--- src/seq_clk_pkg.sv ---
// constants for the sequencing and clock configuration bank
// assumes a single system clock that stands in for the crystal
package seq_clk_pkg;
  // register offsets
  localparam logic [7:0] ADDR_SEQ_CTRL  = 8'h03;
  localparam logic [7:0] ADDR_FREQ_HIGH = 8'h04;
  localparam logic [7:0] ADDR_FREQ_MID  = 8'h05;
  localparam logic [7:0] ADDR_FREQ_LOW  = 8'h06;
  localparam logic [7:0] ADDR_CLK_DIV   = 8'h07;
  // reset values
  localparam logic [7:0] RST_SEQ_CTRL  = 8'h8A;
  localparam logic [7:0] RST_FREQ_HIGH = 8'h83;
  localparam logic [7:0] RST_FREQ_MID  = 8'hB1;
  localparam logic [7:0] RST_FREQ_LOW  = 8'hF9;
  localparam logic [7:0] RST_CLK_DIV   = 8'h50;
  // field positions
  localparam int SEQ_TRIG_BIT  = 7;
  localparam int SEQ_RXW_LSB   = 4;
  localparam int SEQ_CSW_LSB   = 0;
  localparam int LOW_DITH_BIT  = 0;
  localparam int CLK_REF_LSB   = 5;
  localparam int CLK_DIV1_LSB  = 2;
  localparam int CLK_DIV2_LSB  = 0;
  // power-down mode that enables data-pin triggering
  localparam logic [1:0] POWER_DOWN_MODE_SEQ = 2'h3;
  // receive settle code meaning no wait
  localparam logic [2:0] RX_WAIT_NONE = 3'h7;
  // symbol is this many modem clock periods
  localparam logic [3:0] SYMBOL_DIV = 4'h8;
  // modem divider 1 in half units (2.5 -> 5)
  localparam logic [7:0] DIV1_HALF_0 = 8'h05;
  localparam logic [7:0] DIV1_HALF_1 = 8'h06;
  localparam logic [7:0] DIV1_HALF_2 = 8'h08;
  localparam logic [7:0] DIV1_HALF_3 = 8'h0F;
  localparam logic [7:0] DIV1_HALF_4 = 8'h19;
  localparam logic [7:0] DIV1_HALF_5 = 8'h50;
  localparam logic [7:0] DIV1_HALF_6 = 8'h60;
  localparam logic [7:0] DIV1_HALF_7 = 8'h80;
  // sequencer states
  typedef enum logic [2:0] {ST_IDLE, ST_LOCK, ST_SETTLE, ST_SENSE, ST_DONE} seq_state_t;
endpackage

--- src/frac_divider.sv ---
// fractional clock divider producing one-cycle ticks
// divides the input tick stream by a ratio given in half units
`timescale 1ns/1ps
`default_nettype none
module frac_divider
  import seq_clk_pkg::*;
#(
  parameter int RATIO_W = 12
)(
  // clock and reset
  input  wire logic               i_sys_clk,
  input  wire logic               i_rst_n,
  // tick input and ratio
  input  wire logic               i_tick,
  input  wire logic [RATIO_W-1:0] i_half_ratio,
  // divided tick
  output logic                    o_tick
);
  logic [RATIO_W:0] acc_ff;   // accumulated half units
  logic [RATIO_W:0] nxt_acc;
  logic             tick_ff;
  logic             nxt_tick;

  // each input tick adds two halves; output fires when ratio reached
  always_comb
  begin
    nxt_acc  = acc_ff;
    nxt_tick = 1'b0;
    if (i_tick)
    begin
      if ((acc_ff + (RATIO_W+1)'(2)) >= {1'b0, i_half_ratio})
      begin
        // keep remainder so half ratios average out
        nxt_acc  = acc_ff + (RATIO_W+1)'(2) - {1'b0, i_half_ratio};
        nxt_tick = 1'b1;
      end
      else
      begin
        nxt_acc = acc_ff + (RATIO_W+1)'(2);
      end
    end
  end

  // register state
  always_ff @(posedge i_sys_clk or negedge i_rst_n)
  begin
    if (!i_rst_n)
    begin
      acc_ff  <= '0;
      tick_ff <= 1'b0;
    end
    else
    begin
      acc_ff  <= nxt_acc;
      tick_ff <= nxt_tick;
    end
  end

  assign o_tick = tick_ff;
endmodule // frac_divider
`default_nettype wire

--- src/seq_clk_cfg.sv ---
// sequencing and clock configuration register bank with sequencer
// assumes i_sys_clk is the crystal; converter and filter clocks are
// given as one-cycle enables on the same clock
// Function
// - select trigger set: select falling edge starts
// - trigger clear: select ignored, data pin instead
// - data pin needs split, trigger clear, mode 3
// - settle codes 0-6 wait 32..256 converter periods
// - settle code 7 means no wait
// - sense window codes wait 20..72 filter periods
// - synth word built from three registers
// - low register bit zero enables dithering
// - reference divisor code 1 /2, 7 /8
// - first modem divider from 2.5 to 64
// - second modem divider 1,2,4,8
// - modem clock is reference over product
// - symbol rate is modem clock over eight
`timescale 1ns/1ps
`default_nettype none
module seq_clk_cfg
  import seq_clk_pkg::*;
(
  // clock and reset
  input  wire logic        i_sys_clk,
  input  wire logic        i_rst_n,
  // register port
  input  wire logic        i_reg_wr,
  input  wire logic [7:0]  i_reg_addr,
  input  wire logic [7:0]  i_reg_wdata,
  output logic [7:0]       o_reg_rdata,
  // pins from host
  input  wire logic        i_select_pin,
  input  wire logic        i_data_io_pin,
  // neighbouring configuration bits
  input  wire logic        i_split_data_pins,
  input  wire logic [1:0]  i_power_down_mode,
  // analog status and timebase enables
  input  wire logic        i_synth_lock,
  input  wire logic        i_carrier_sense,
  input  wire logic        i_adc_clk_tick,
  input  wire logic        i_filter_clk_tick,
  // sequencer outputs
  output logic             o_seq_start,
  output logic             o_rx_power_up,
  output logic             o_seq_power_down,
  // synthesizer and clock outputs
  output logic [22:0]      o_synth_word_a,
  output logic             o_synth_a_dither,
  output logic             o_ref_tick,
  output logic             o_modem_tick,
  output logic             o_symbol_tick
);
  // registers
  logic [7:0] seq_ctrl_ff;
  logic [7:0] freq_high_ff;
  logic [7:0] freq_mid_ff;
  logic [7:0] freq_low_ff;
  logic [7:0] clk_div_ff;
  logic [7:0] nxt_seq_ctrl;
  logic [7:0] nxt_freq_high;
  logic [7:0] nxt_freq_mid;
  logic [7:0] nxt_freq_low;
  logic [7:0] nxt_clk_div;
  logic [7:0] rdata_ff;
  logic [7:0] nxt_rdata;

  // converter wait for a settle code
  function automatic logic [8:0] rx_wait_len(input logic [2:0] code);
    case (code)
      3'h0:    rx_wait_len = 9'd32;
      3'h1:    rx_wait_len = 9'd44;
      3'h2:    rx_wait_len = 9'd64;
      3'h3:    rx_wait_len = 9'd88;
      3'h4:    rx_wait_len = 9'd128;
      3'h5:    rx_wait_len = 9'd176;
      3'h6:    rx_wait_len = 9'd256;
      default: rx_wait_len = 9'd0;
    endcase
  endfunction

  // filter periods for a sense window code
  function automatic logic [8:0] cs_wait_len(input logic [3:0] code);
    if (code < 4'h7)
      cs_wait_len = 9'd20 + {4'h0, code, 1'b0};
    else if (code < 4'hF)
      cs_wait_len = 9'd36 + {3'h0, code - 4'h7, 2'b00};
    else
      cs_wait_len = 9'd72;
  endfunction

  // register writes and read mux
  always_comb
  begin
    nxt_seq_ctrl  = seq_ctrl_ff;
    nxt_freq_high = freq_high_ff;
    nxt_freq_mid  = freq_mid_ff;
    nxt_freq_low  = freq_low_ff;
    nxt_clk_div   = clk_div_ff;
    if (i_reg_wr)
    begin
      case (i_reg_addr)
        ADDR_SEQ_CTRL:  nxt_seq_ctrl  = i_reg_wdata;
        ADDR_FREQ_HIGH: nxt_freq_high = i_reg_wdata;
        ADDR_FREQ_MID:  nxt_freq_mid  = i_reg_wdata;
        ADDR_FREQ_LOW:  nxt_freq_low  = i_reg_wdata;
        ADDR_CLK_DIV:   nxt_clk_div   = i_reg_wdata;
        default:        ; // other addresses belong elsewhere
      endcase
    end
    case (i_reg_addr)
      ADDR_SEQ_CTRL:  nxt_rdata = seq_ctrl_ff;
      ADDR_FREQ_HIGH: nxt_rdata = freq_high_ff;
      ADDR_FREQ_MID:  nxt_rdata = freq_mid_ff;
      ADDR_FREQ_LOW:  nxt_rdata = freq_low_ff;
      ADDR_CLK_DIV:   nxt_rdata = clk_div_ff;
      default:        nxt_rdata = 8'h00;
    endcase
  end

  always_ff @(posedge i_sys_clk or negedge i_rst_n)
  begin
    if (!i_rst_n)
    begin
      seq_ctrl_ff  <= RST_SEQ_CTRL;
      freq_high_ff <= RST_FREQ_HIGH;
      freq_mid_ff  <= RST_FREQ_MID;
      freq_low_ff  <= RST_FREQ_LOW;
      clk_div_ff   <= RST_CLK_DIV;
      rdata_ff     <= 8'h00;
    end
    else
    begin
      seq_ctrl_ff  <= nxt_seq_ctrl;
      freq_high_ff <= nxt_freq_high;
      freq_mid_ff  <= nxt_freq_mid;
      freq_low_ff  <= nxt_freq_low;
      clk_div_ff   <= nxt_clk_div;
      rdata_ff     <= nxt_rdata;
    end
  end

  assign o_reg_rdata = rdata_ff;

  // pin synchronisers; stage one feeds only stage two
  logic sel_s1_ff, sel_s2_ff, sel_d_ff;
  logic dio_s1_ff, dio_s2_ff, dio_d_ff;
  always_ff @(posedge i_sys_clk or negedge i_rst_n)
  begin
    if (!i_rst_n)
    begin
      // idle high so release does not fake an edge
      sel_s1_ff <= 1'b1;
      sel_s2_ff <= 1'b1;
      sel_d_ff  <= 1'b1;
      dio_s1_ff <= 1'b1;
      dio_s2_ff <= 1'b1;
      dio_d_ff  <= 1'b1;
    end
    else
    begin
      sel_s1_ff <= i_select_pin;
      sel_s2_ff <= sel_s1_ff;
      sel_d_ff  <= sel_s2_ff;
      dio_s1_ff <= i_data_io_pin;
      dio_s2_ff <= dio_s1_ff;
      dio_d_ff  <= dio_s2_ff;
    end
  end

  // trigger selection
  logic sel_fall;
  logic dio_fall;
  logic trig_sel;
  logic seq_trigger;
  assign sel_fall = sel_d_ff & ~sel_s2_ff;
  assign dio_fall = dio_d_ff & ~dio_s2_ff;
  assign trig_sel = seq_ctrl_ff[SEQ_TRIG_BIT];
  assign seq_trigger = (trig_sel & sel_fall)
                     | (~trig_sel & dio_fall & i_split_data_pins
                        & (i_power_down_mode == POWER_DOWN_MODE_SEQ));

  // power-up sequencer
  seq_state_t state_ff, nxt_state;
  logic [8:0] cnt_ff, nxt_cnt;
  logic       start_ff, nxt_start;
  always_comb
  begin
    nxt_state = state_ff;
    nxt_cnt   = cnt_ff;
    nxt_start = 1'b0;
    case (state_ff)
      ST_IDLE, ST_DONE:
      begin
        // a new trigger restarts even after a finished window
        if (seq_trigger)
        begin
          nxt_state = ST_LOCK;
          nxt_start = 1'b1;
        end
      end
      ST_LOCK:
      begin
        if (i_synth_lock)
        begin
          nxt_cnt = rx_wait_len(seq_ctrl_ff[SEQ_RXW_LSB +: 3]);
          if (seq_ctrl_ff[SEQ_RXW_LSB +: 3] == RX_WAIT_NONE)
          begin
            nxt_state = ST_SENSE;
            nxt_cnt   = cs_wait_len(seq_ctrl_ff[SEQ_CSW_LSB +: 4]);
          end
          else
            nxt_state = ST_SETTLE;
        end
      end
      ST_SETTLE:
      begin
        // count converter periods
        if (i_adc_clk_tick)
        begin
          if (cnt_ff <= 9'd1)
          begin
            nxt_state = ST_SENSE;
            nxt_cnt   = cs_wait_len(seq_ctrl_ff[SEQ_CSW_LSB +: 4]);
          end
          else
            nxt_cnt = cnt_ff - 9'd1;
        end
      end
      ST_SENSE:
      begin
        // carrier found ends the window early without power down
        if (i_carrier_sense)
          nxt_state = ST_IDLE;
        else if (i_filter_clk_tick)
        begin
          if (cnt_ff <= 9'd1)
            nxt_state = ST_DONE;
          else
            nxt_cnt = cnt_ff - 9'd1;
        end
      end
      default: nxt_state = ST_IDLE;
    endcase
  end

  always_ff @(posedge i_sys_clk or negedge i_rst_n)
  begin
    if (!i_rst_n)
    begin
      state_ff <= ST_IDLE;
      cnt_ff   <= 9'd0;
      start_ff <= 1'b0;
    end
    else
    begin
      state_ff <= nxt_state;
      cnt_ff   <= nxt_cnt;
      start_ff <= nxt_start;
    end
  end

  assign o_seq_start      = start_ff;
  assign o_rx_power_up    = (state_ff == ST_SENSE);
  assign o_seq_power_down = (state_ff == ST_DONE);

  // synth word and dither straight from the registers
  assign o_synth_word_a   = {freq_high_ff, freq_mid_ff, freq_low_ff[7:1]};
  assign o_synth_a_dither = freq_low_ff[LOW_DITH_BIT];

  // reference divider: ratio is code plus one, code 0 held as /2
  // the shared divider counts half units, so the whole ratio is doubled
  logic [2:0] ref_code;   // divisor field
  logic [3:0] ref_ratio;  // crystal cycles per reference tick
  assign ref_code  = clk_div_ff[CLK_REF_LSB +: 3];
  assign ref_ratio = (ref_code == 3'h0) ? 4'h2 : {1'b0, ref_code} + 4'h1;

  // reference ticks from every crystal cycle
  frac_divider #(.RATIO_W(12)) u_ref_div (
    .i_sys_clk    (i_sys_clk),
    .i_rst_n      (i_rst_n),
    .i_tick       (1'b1),
    .i_half_ratio ({7'h00, ref_ratio, 1'b0}),
    .o_tick       (o_ref_tick)
  );

  // modem ratio in half units: first divider times second
  logic [7:0]  div1_half;
  logic [11:0] modem_half;
  always_comb
  begin
    case (clk_div_ff[CLK_DIV1_LSB +: 3])
      3'h0:    div1_half = DIV1_HALF_0;
      3'h1:    div1_half = DIV1_HALF_1;
      3'h2:    div1_half = DIV1_HALF_2;
      3'h3:    div1_half = DIV1_HALF_3;
      3'h4:    div1_half = DIV1_HALF_4;
      3'h5:    div1_half = DIV1_HALF_5;
      3'h6:    div1_half = DIV1_HALF_6;
      default: div1_half = DIV1_HALF_7;
    endcase
    // second divider is a power of two shift
    modem_half = {4'h0, div1_half} << clk_div_ff[CLK_DIV2_LSB +: 2];
  end

  frac_divider #(.RATIO_W(12)) u_modem_div (
    .i_sys_clk    (i_sys_clk),
    .i_rst_n      (i_rst_n),
    .i_tick       (o_ref_tick),
    .i_half_ratio (modem_half),
    .o_tick       (o_modem_tick)
  );

  // symbol tick every eight modem ticks; a whole ratio leaves no remainder
  frac_divider #(.RATIO_W(12)) u_sym_div (
    .i_sys_clk    (i_sys_clk),
    .i_rst_n      (i_rst_n),
    .i_tick       (o_modem_tick),
    .i_half_ratio ({7'h00, SYMBOL_DIV, 1'b0}),
    .o_tick       (o_symbol_tick)
  );
endmodule // seq_clk_cfg
`default_nettype wire

--- config.mk ---
export PLATFORM = sky130hd
export DESIGN_NAME = seq_clk_cfg
export DESIGN_NICKNAME = d
export VERILOG_FILES = /design/src/seq_clk_pkg.sv /design/src/frac_divider.sv /design/src/seq_clk_cfg.sv
export SDC_FILE = /design/constraint.sdc
export NUM_CORES = 1
export LEC_CHECK = 0
export CORE_ASPECT_RATIO = 0.7
export CORE_UTILIZATION = 50
export DETAILED_ROUTE_END_ITERATION = 12
export DONT_BUFFER_PORTS = 1
export HOLD_SLACK_MARGIN = 0.15
export PLACE_DENSITY = 0.65
export SYNTH_ARGS = -nofsm -noshare
export SYNTH_HDL_FRONTEND = slang
export SYNTH_SLANG_ARGS = --single-unit
--- constraint.sdc ---
create_clock -name i_sys_clk -period 3.6 [get_ports i_sys_clk]
set_input_delay 0.72 -clock i_sys_clk [delete_from_list [all_inputs] [get_ports i_sys_clk]]
set_output_delay 0.72 -clock i_sys_clk [all_outputs]
set_load 0.01 [all_outputs]
==> results of run 1 <==
-- worst max-delay path: cells and delay by family (launching register included) --
| kind | cells | cell delay [ns] |
|---|---|---|
| AOI/OAI and AO/OA | 7 | 1.55 |
| and+or+nand+nor | 2 | 0.39 |
| xor gates and xnor gates | 1 | 0.14 |
| adders and majority gates | 1 | 0.36 |
| buffers and inverters | 1 | 0.18 |
| DFF | 1 | 0.65 |
-- synth_stat cells, types with 6 or more instances --
cell type and n:
dfrtp_1 83, nand2_1 76, nor2_1 65, o21ai_0 50
a21oi_1 43, mux2_2 43, xnor2_1 33, clkbuf_1 30
nand3_1 30, ha_1 27, dfstp_2 24, inv_1 23
xor2_1 19, mux2i_1 15, nor3_1 14, a31oi_1 12
nand4_1 12, a22oi_1 11, and3_1 10, nand2b_1 10
a222oi_1 9, buf_2 9, and2_1 7, nor2b_1 7
o21a_1 7, or3_1 7, a22o_1 6, o31ai_1 6
-- layout make-up --
cell class / instances / share of cell area (%)
clock buffer: 9 / 2.98
clock inverter: 7 / 1.37
inverter: 23 / 1.14
multi-input combinational: 602 / 54.1
sequential: 107 / 35.8
tap: 185 / 3.06
timing repair buffer: 12 / 1.46
-- metal layers --
layer / vias up / global-route usage (%)
met1: 2834 / 35.9
li1: 2784 / -
met4: 0 / 5.73
met5: - / 0
met3: 15 / 5.77
met2: 178 / 36.0
-- sequential cells by signal, summed over array words and instances, names as in the netlist, 3 cells and up --
register and cells:
clk_div_ff 8, seq_ctrl_ff 8, u_ref_div.acc_ff 12, freq_low_ff 8, freq_high_ff 8, state_ff 3
o_reg_rdata 8, freq_mid_ff 8, u_sym_div.acc_ff 12, u_modem_div.acc_ff 13, cnt_ff 9
-- repair_timing --
item                                    CTS  global route
hold buffers                              1             0
gates resized for setup                   0             2
endpoints found under the hold margin    83             0
endpoints found under the setup margin    0             4
-- through the flow --
stage	power, uW	hold slack [ns]	instance area (sq um)
2_1_floorplan	4480	0.345	7070
3_3_place_gp	5010	0.346	7200
3_5_place_dp	5160	0.349	7200
4_1_cts	6260	0.200	7550
5_1_grt	6740	0.187	7560
6_report	6260	0.217	7560
-- logic make-up after synthesis --
| family | Yosys count |
|---|---|
| AOI/OAI and AO/OA | 194 |
| xor gates and xnor gates | 52 |
| adders and majority gates | 29 |
| buffers and inverters | 66 |
| DFF | 107 |
| muxes | 58 |
| and+or+nand+nor | 269 |
-- power breakdown --
| part | internal (uW) | switching (uW) | leakage [uW] |
|---|---|---|---|
| Combinational | 1420 | 1730 | 0.00175 |
| Sequential | 1550 | 515 | 0.00129 |
| Clock | 517 | 537 | 0.000158 |
-- how the worst min path moves through the flow --
stage	end	slack, ns
after CTS	seq_ctrl_ff[3]	0.20
after floorplan	dio_s2_ff	0.35
after detailed placement	dio_s2_ff	0.35
after global routing	seq_ctrl_ff[3]	0.19
final	seq_ctrl_ff[3]	0.22
after global placement	sel_s2_ff	0.35
==> results.yml, run 1 <==
worst_setup_path:
  timing.rr.start: "clk_div_ff[2]"
  end_kind: "flip-flop"
  reg2reg_depth: 12
  slowest_stage: "dfrtp_1"
  rrSetupSlack_ns: 0.26
  endpoint: "u_modem_div.acc_ff[12]"
  required_ns: 3.88
  critPathArrivalTime_ns: 3.63
  cp_max_fo: 16
  start_kind: "flip-flop"
  crit_chain: "nand2b_1 > o22a_1 > o21a_1 > ha_1 > nor2b_1 > o31ai_1 > buf_4 > a22oi_1 > a2111oi_1 > a21oi_1 > a31oi_1 > xnor2_1"
  rr_endpoint: "u_modem_div.acc_ff[12]"
  startpoint: "clk_div_ff[2]"
  path_class: "reg -> reg"
  critPathMaxStageDelay_ns: 0.65
global_routing:
  antenna_found_initial: 0
  gr-total-overflow: 0
  grt_pass1_vias: 5335
  grt_pass1_wl_mm: 27.6
  grt_usage_pct: 24.4
  grt_max_degree: 84
die:
  initial_core_util_pct: 52.4
  die-area_sq_um: 14600
  die_w_um: 144
  rows: 35
  core_sq_um: 13500
  die_height_um: 101
  pin_count: 66
layout:
  n_antenna_cell: 0
  syn_to_final_growth_pct: 6.96
  regArea_sq_um: 2710
  nets: 812
  drive_above_1_share_pct: 14.5
  multi_input_area_sq_um: 4090
  n_fill_cell: 1237
  final_cell_mix: "82 x dfrtp_1, 76 x nand2_1, 65 x nor2_1"
  final_cells: 945
  final_util_pct: 56.0
  final_common_cell: "dfrtp_1"
clock_network:
  cts_tree: "done"
  cts_setup_buffers: 0
  clock_latency_ns: 0.35
  cts_buffers: 9
  clockBufferDepth: 2
  htreeDepth: 3
  clock-sinks: 107
  clk_pin_slew_ns: 0.09
  cts_root_buffer: "clkbuf_16"
detailed_routing:
  routed-wl-met2_mm: 7.45
  first_pass_iters: 5
  highest_layer: "met4"
  routed-wl-met3_mm: 1.12
  wl_mm: 17.2
  vias: 5811
  post-route-drc-count: 0
  routedWlPerCell_um: 18.2
  wl_met1_mm: 8.39
  drtIter0Drc: 410
  postRouteAntennaNets: 0
  via_per_inst: 6.15
synthesis:
  syn-num-nets: 832
  postSynthCellCount: 775
  muxShareOfSynthArea_pct: 8.98
  synth.ff_latch_count: 107
  synth_xor_area_share_pct: 6.45
  synth_flop_cell: "dfrtp_1"
  synth_adder_area_share_pct: 5.35
  synth_area_leader_cell: "dfrtp_1"
  synth_compound_area_share_pct: 18.1
  synth_simple_gate_area_share_pct: 19.1
  yosysSeqAreaShare_pct: 38.3
  avgSynthCellArea_sq_um: 9.12
  yosysWarningCount: 0
  synth-edff-count: 0
  yosysTopAreaCellShare_pct: 29.4
  async_flop_share_pct: 100
  syn_area_sq_um: 7070
  synth_cell_types: 71
  synth_top_family_by_area: "simple AND/OR/NAND/NOR gates"
  synth_area_leaders: "dfrtp_1 29%, dfstp_2 8.9%, mux2_2 6.9%, ha_1 4.8%, xnor2_1 4.1%"
placement:
  dp_slack_ns: 0.133
  placedCellCount: 928
  dp.final_hpwl_mm: 12.5
  port-buffer-count: 0
  place_congestion: 0.916
sta:
  timing.setup.tns_ns: 0
  tightest_slew_ns: 0.715
  setup_viol: 0
  fin_crit_ns: 3.34
  timing.fmax_mhz: 299
  setup_slack_ns: 0.258
  relSlewSlack_pct: 52.4
  rsz0062_at_grt: "no"
  hold_viol_final: 0
  timing.final.crit_share_pct: 92.8
  maxSlewViolCount: 0
  clock_skew_ns: 0.0105
pwr:
  power_density_nw_per_um2: 829
  ir_worst_vdd_mv: 0.314
  p_leak_uw: 0.00320
min_path:
  hp-class: "in -> async"
flow_run:
  max_cap_viol_count: 0
run_status:
  status: "complete, no violations"
(Power assumes the default switching activity.)
==> inputs of run 2 (changes only) <==
CORE_ASPECT_RATIO = not set   (was 0.7)
==> results.yml, run 2 (same netlist as run 1, synthesis figures left out) <==
detailed_routing:
  post-route-drc-count: 0
  vias: 5774
  wl_mm: 16.6
  routedWlPerCell_um: 17.6
  drtIter0Drc: 409
  via_per_inst: 6.13
  postRouteAntennaNets: 0
  first_pass_iters: 5
placement:
  port-buffer-count: 0
  placedCellCount: 925
  place_congestion: 0.941
  dp.final_hpwl_mm: 11.9
  dp_slack_ns: 0.307
clock_network:
  cts_setup_buffers: 0
  clockBufferDepth: 2
  clock-sinks: 107
  clock_latency_ns: 0.37
  htreeDepth: 3
  cts_buffers: 9
  cts_tree: "done"
  cts_root_buffer: "clkbuf_16"
  clk_pin_slew_ns: 0.09
worst_setup_path:
  cp_max_fo: 12
  path_class: "reg -> reg"
  critPathArrivalTime_ns: 3.61
  critPathMaxStageDelay_ns: 0.48
  crit_chain: "nand4_1 > or2_2 > xnor2_1 > ha_1 > nand4_1 > nor4_1 > and4bb_2 > nand4b_1 > buf_4 > o21ai_0 > a22o_1"
  end_kind: "flip-flop"
  slowest_stage: "dfrtp_1"
  cpMostUsedCell: "nand4_1"
  required_ns: 3.87
  start_kind: "flip-flop"
sta:
  setup_slack_ns: 0.257
  maxSlewViolCount: 0
  timing.fmax_mhz: 299
  clock_skew_ns: 0.0128
  relSlewSlack_pct: 50.8
  timing.setup.tns_ns: 0
  fin_crit_ns: 3.34
  setup_viol: 0
  tightest_slew_ns: 0.738
  timing.final.crit_share_pct: 92.9
  hold_viol_final: 0
  whs_ns: 0.201
  rsz0062_at_grt: "no"
global_routing:
  grt_usage_pct: 23.8
  grt_max_degree: 84
  antenna_found_initial: 0
  grt_pass1_vias: 5497
  grt_pass1_wl_mm: 27.3
  gr-total-overflow: 0
layout:
  syn_to_final_growth_pct: 6.99
  final_util_pct: 54.7
  final_common_cell: "dfrtp_1"
  n_antenna_cell: 0
  regMostFlops: "u_modem_div.acc_ff"
  reg.largest.list: "u_modem_div.acc_ff: 13 flops, u_ref_div.acc_ff: 12 flops, u_sym_div.acc_ff: 12 flops"
  final_cell_mix: "83 x dfrtp_1, 76 x nand2_1, 65 x nor2_1"
  drive_above_1_share_pct: 14.6
  final_cells: 942
  nets: 814
  largest_reg_flops: 13
die:
  rows: 43
  initial_core_util_pct: 51.1
  die_height_um: 121
  die_w_um: 121
  pin_count: 66
  core_sq_um: 13800
  die-area_sq_um: 14600
pwr:
  internal_power_uw: 3460
  comb_power_share_pct: 49.4
  ir_worst_vdd_mv: 0.481
  p_leak_uw: 0.00321
  power_density_nw_per_um2: 819
  swShare_pct: 44.2
  power_switching_uw: 2730
  pwr-share-seq_pct: 33.2
  clockPowerShare_pct: 17.4
min_path:
  hp-class: "in -> async"
flow_run:
  max_cap_viol_count: 0
run_status:
  status: "complete, no violations"
run 2: per-stage QoR:
stage / total power (uW) / cell area (sq um)
floorplan: 4480 / 7070
global placement: 4980 / 7210
detailed placement: 5080 / 7210
CTS: 6200 / 7560
global route: 6710 / 7560
finish: 6190 / 7560
run 2: power by group through the flow:
stage	registers, uW	clock network (uW)	logic, uW
floorplan	1790	0	2690
global placement	2060	0	2930
CTS	2050	1110	3050
global route	2130	1150	3440
finish	2060	1080	3060
detailed placement	2070	0	3010
run 2: critical path, delay by kind of cell, from the launching register on:
kind / cells / cell delay [ns]
simple gates: 6 / 1.61
flops: 1 / 0.48
fa+ha+maj: 1 / 0.40
compound gates: 2 / 0.37
buf+inv: 1 / 0.22
xor+xnor: 1 / 0.14
run 2: per-layer routing:
layer	vias to the layer above	track usage [%]	part of all wire, %
met4	0	7.02	1.4
met1	2811	30.2	44
li1	2787	-	-
met3	22	7.00	5.7
met2	154	39.4	49
met5	-	0	0
run 2: repair_timing:
action / in CTS / in global routing
setup endpoints to repair: 0 / 1
hold buffers: 1 / 0
gates resized for setup: 0 / 1
hold endpoints to repair: 83 / 0
run 2: layout make-up:
class / instances / area [sq um]
Multi-Input combinational cell: 602 / 4090
Inverter: 23 / 86.3
Sequential cell: 107 / 2710
Tap cell: 180 / 225
Clock inverter: 7 / 98.8
Fill cell: 1223 / 6270
Clock buffer: 9 / 225
Timing Repair Buffer: 14 / 125
run 2: final timing paths:
| check | from | endpoint | slack, ns | depth (start not counted) |
|---|---|---|---|---|
| hold / removal | i_rst_n | seq_ctrl_ff[7] | 0.20 | 0 |
| setup / recovery | u_modem_div.acc_ff[4] | u_modem_div.acc_ff[4] | 0.26 | 11 |
| min in group i_sys_clk | i_data_io_pin | dio_s1_ff | 0.33 | 0 |
| hold reg to reg | sel_s1_ff | sel_s2_ff | 0.36 | 0 |
| max in group asynchronous | i_rst_n | seq_ctrl_ff[0] | 3.00 | 1 |
| setup reg to reg | u_modem_div.acc_ff[4] | u_modem_div.acc_ff[4] | 0.26 | 11 |
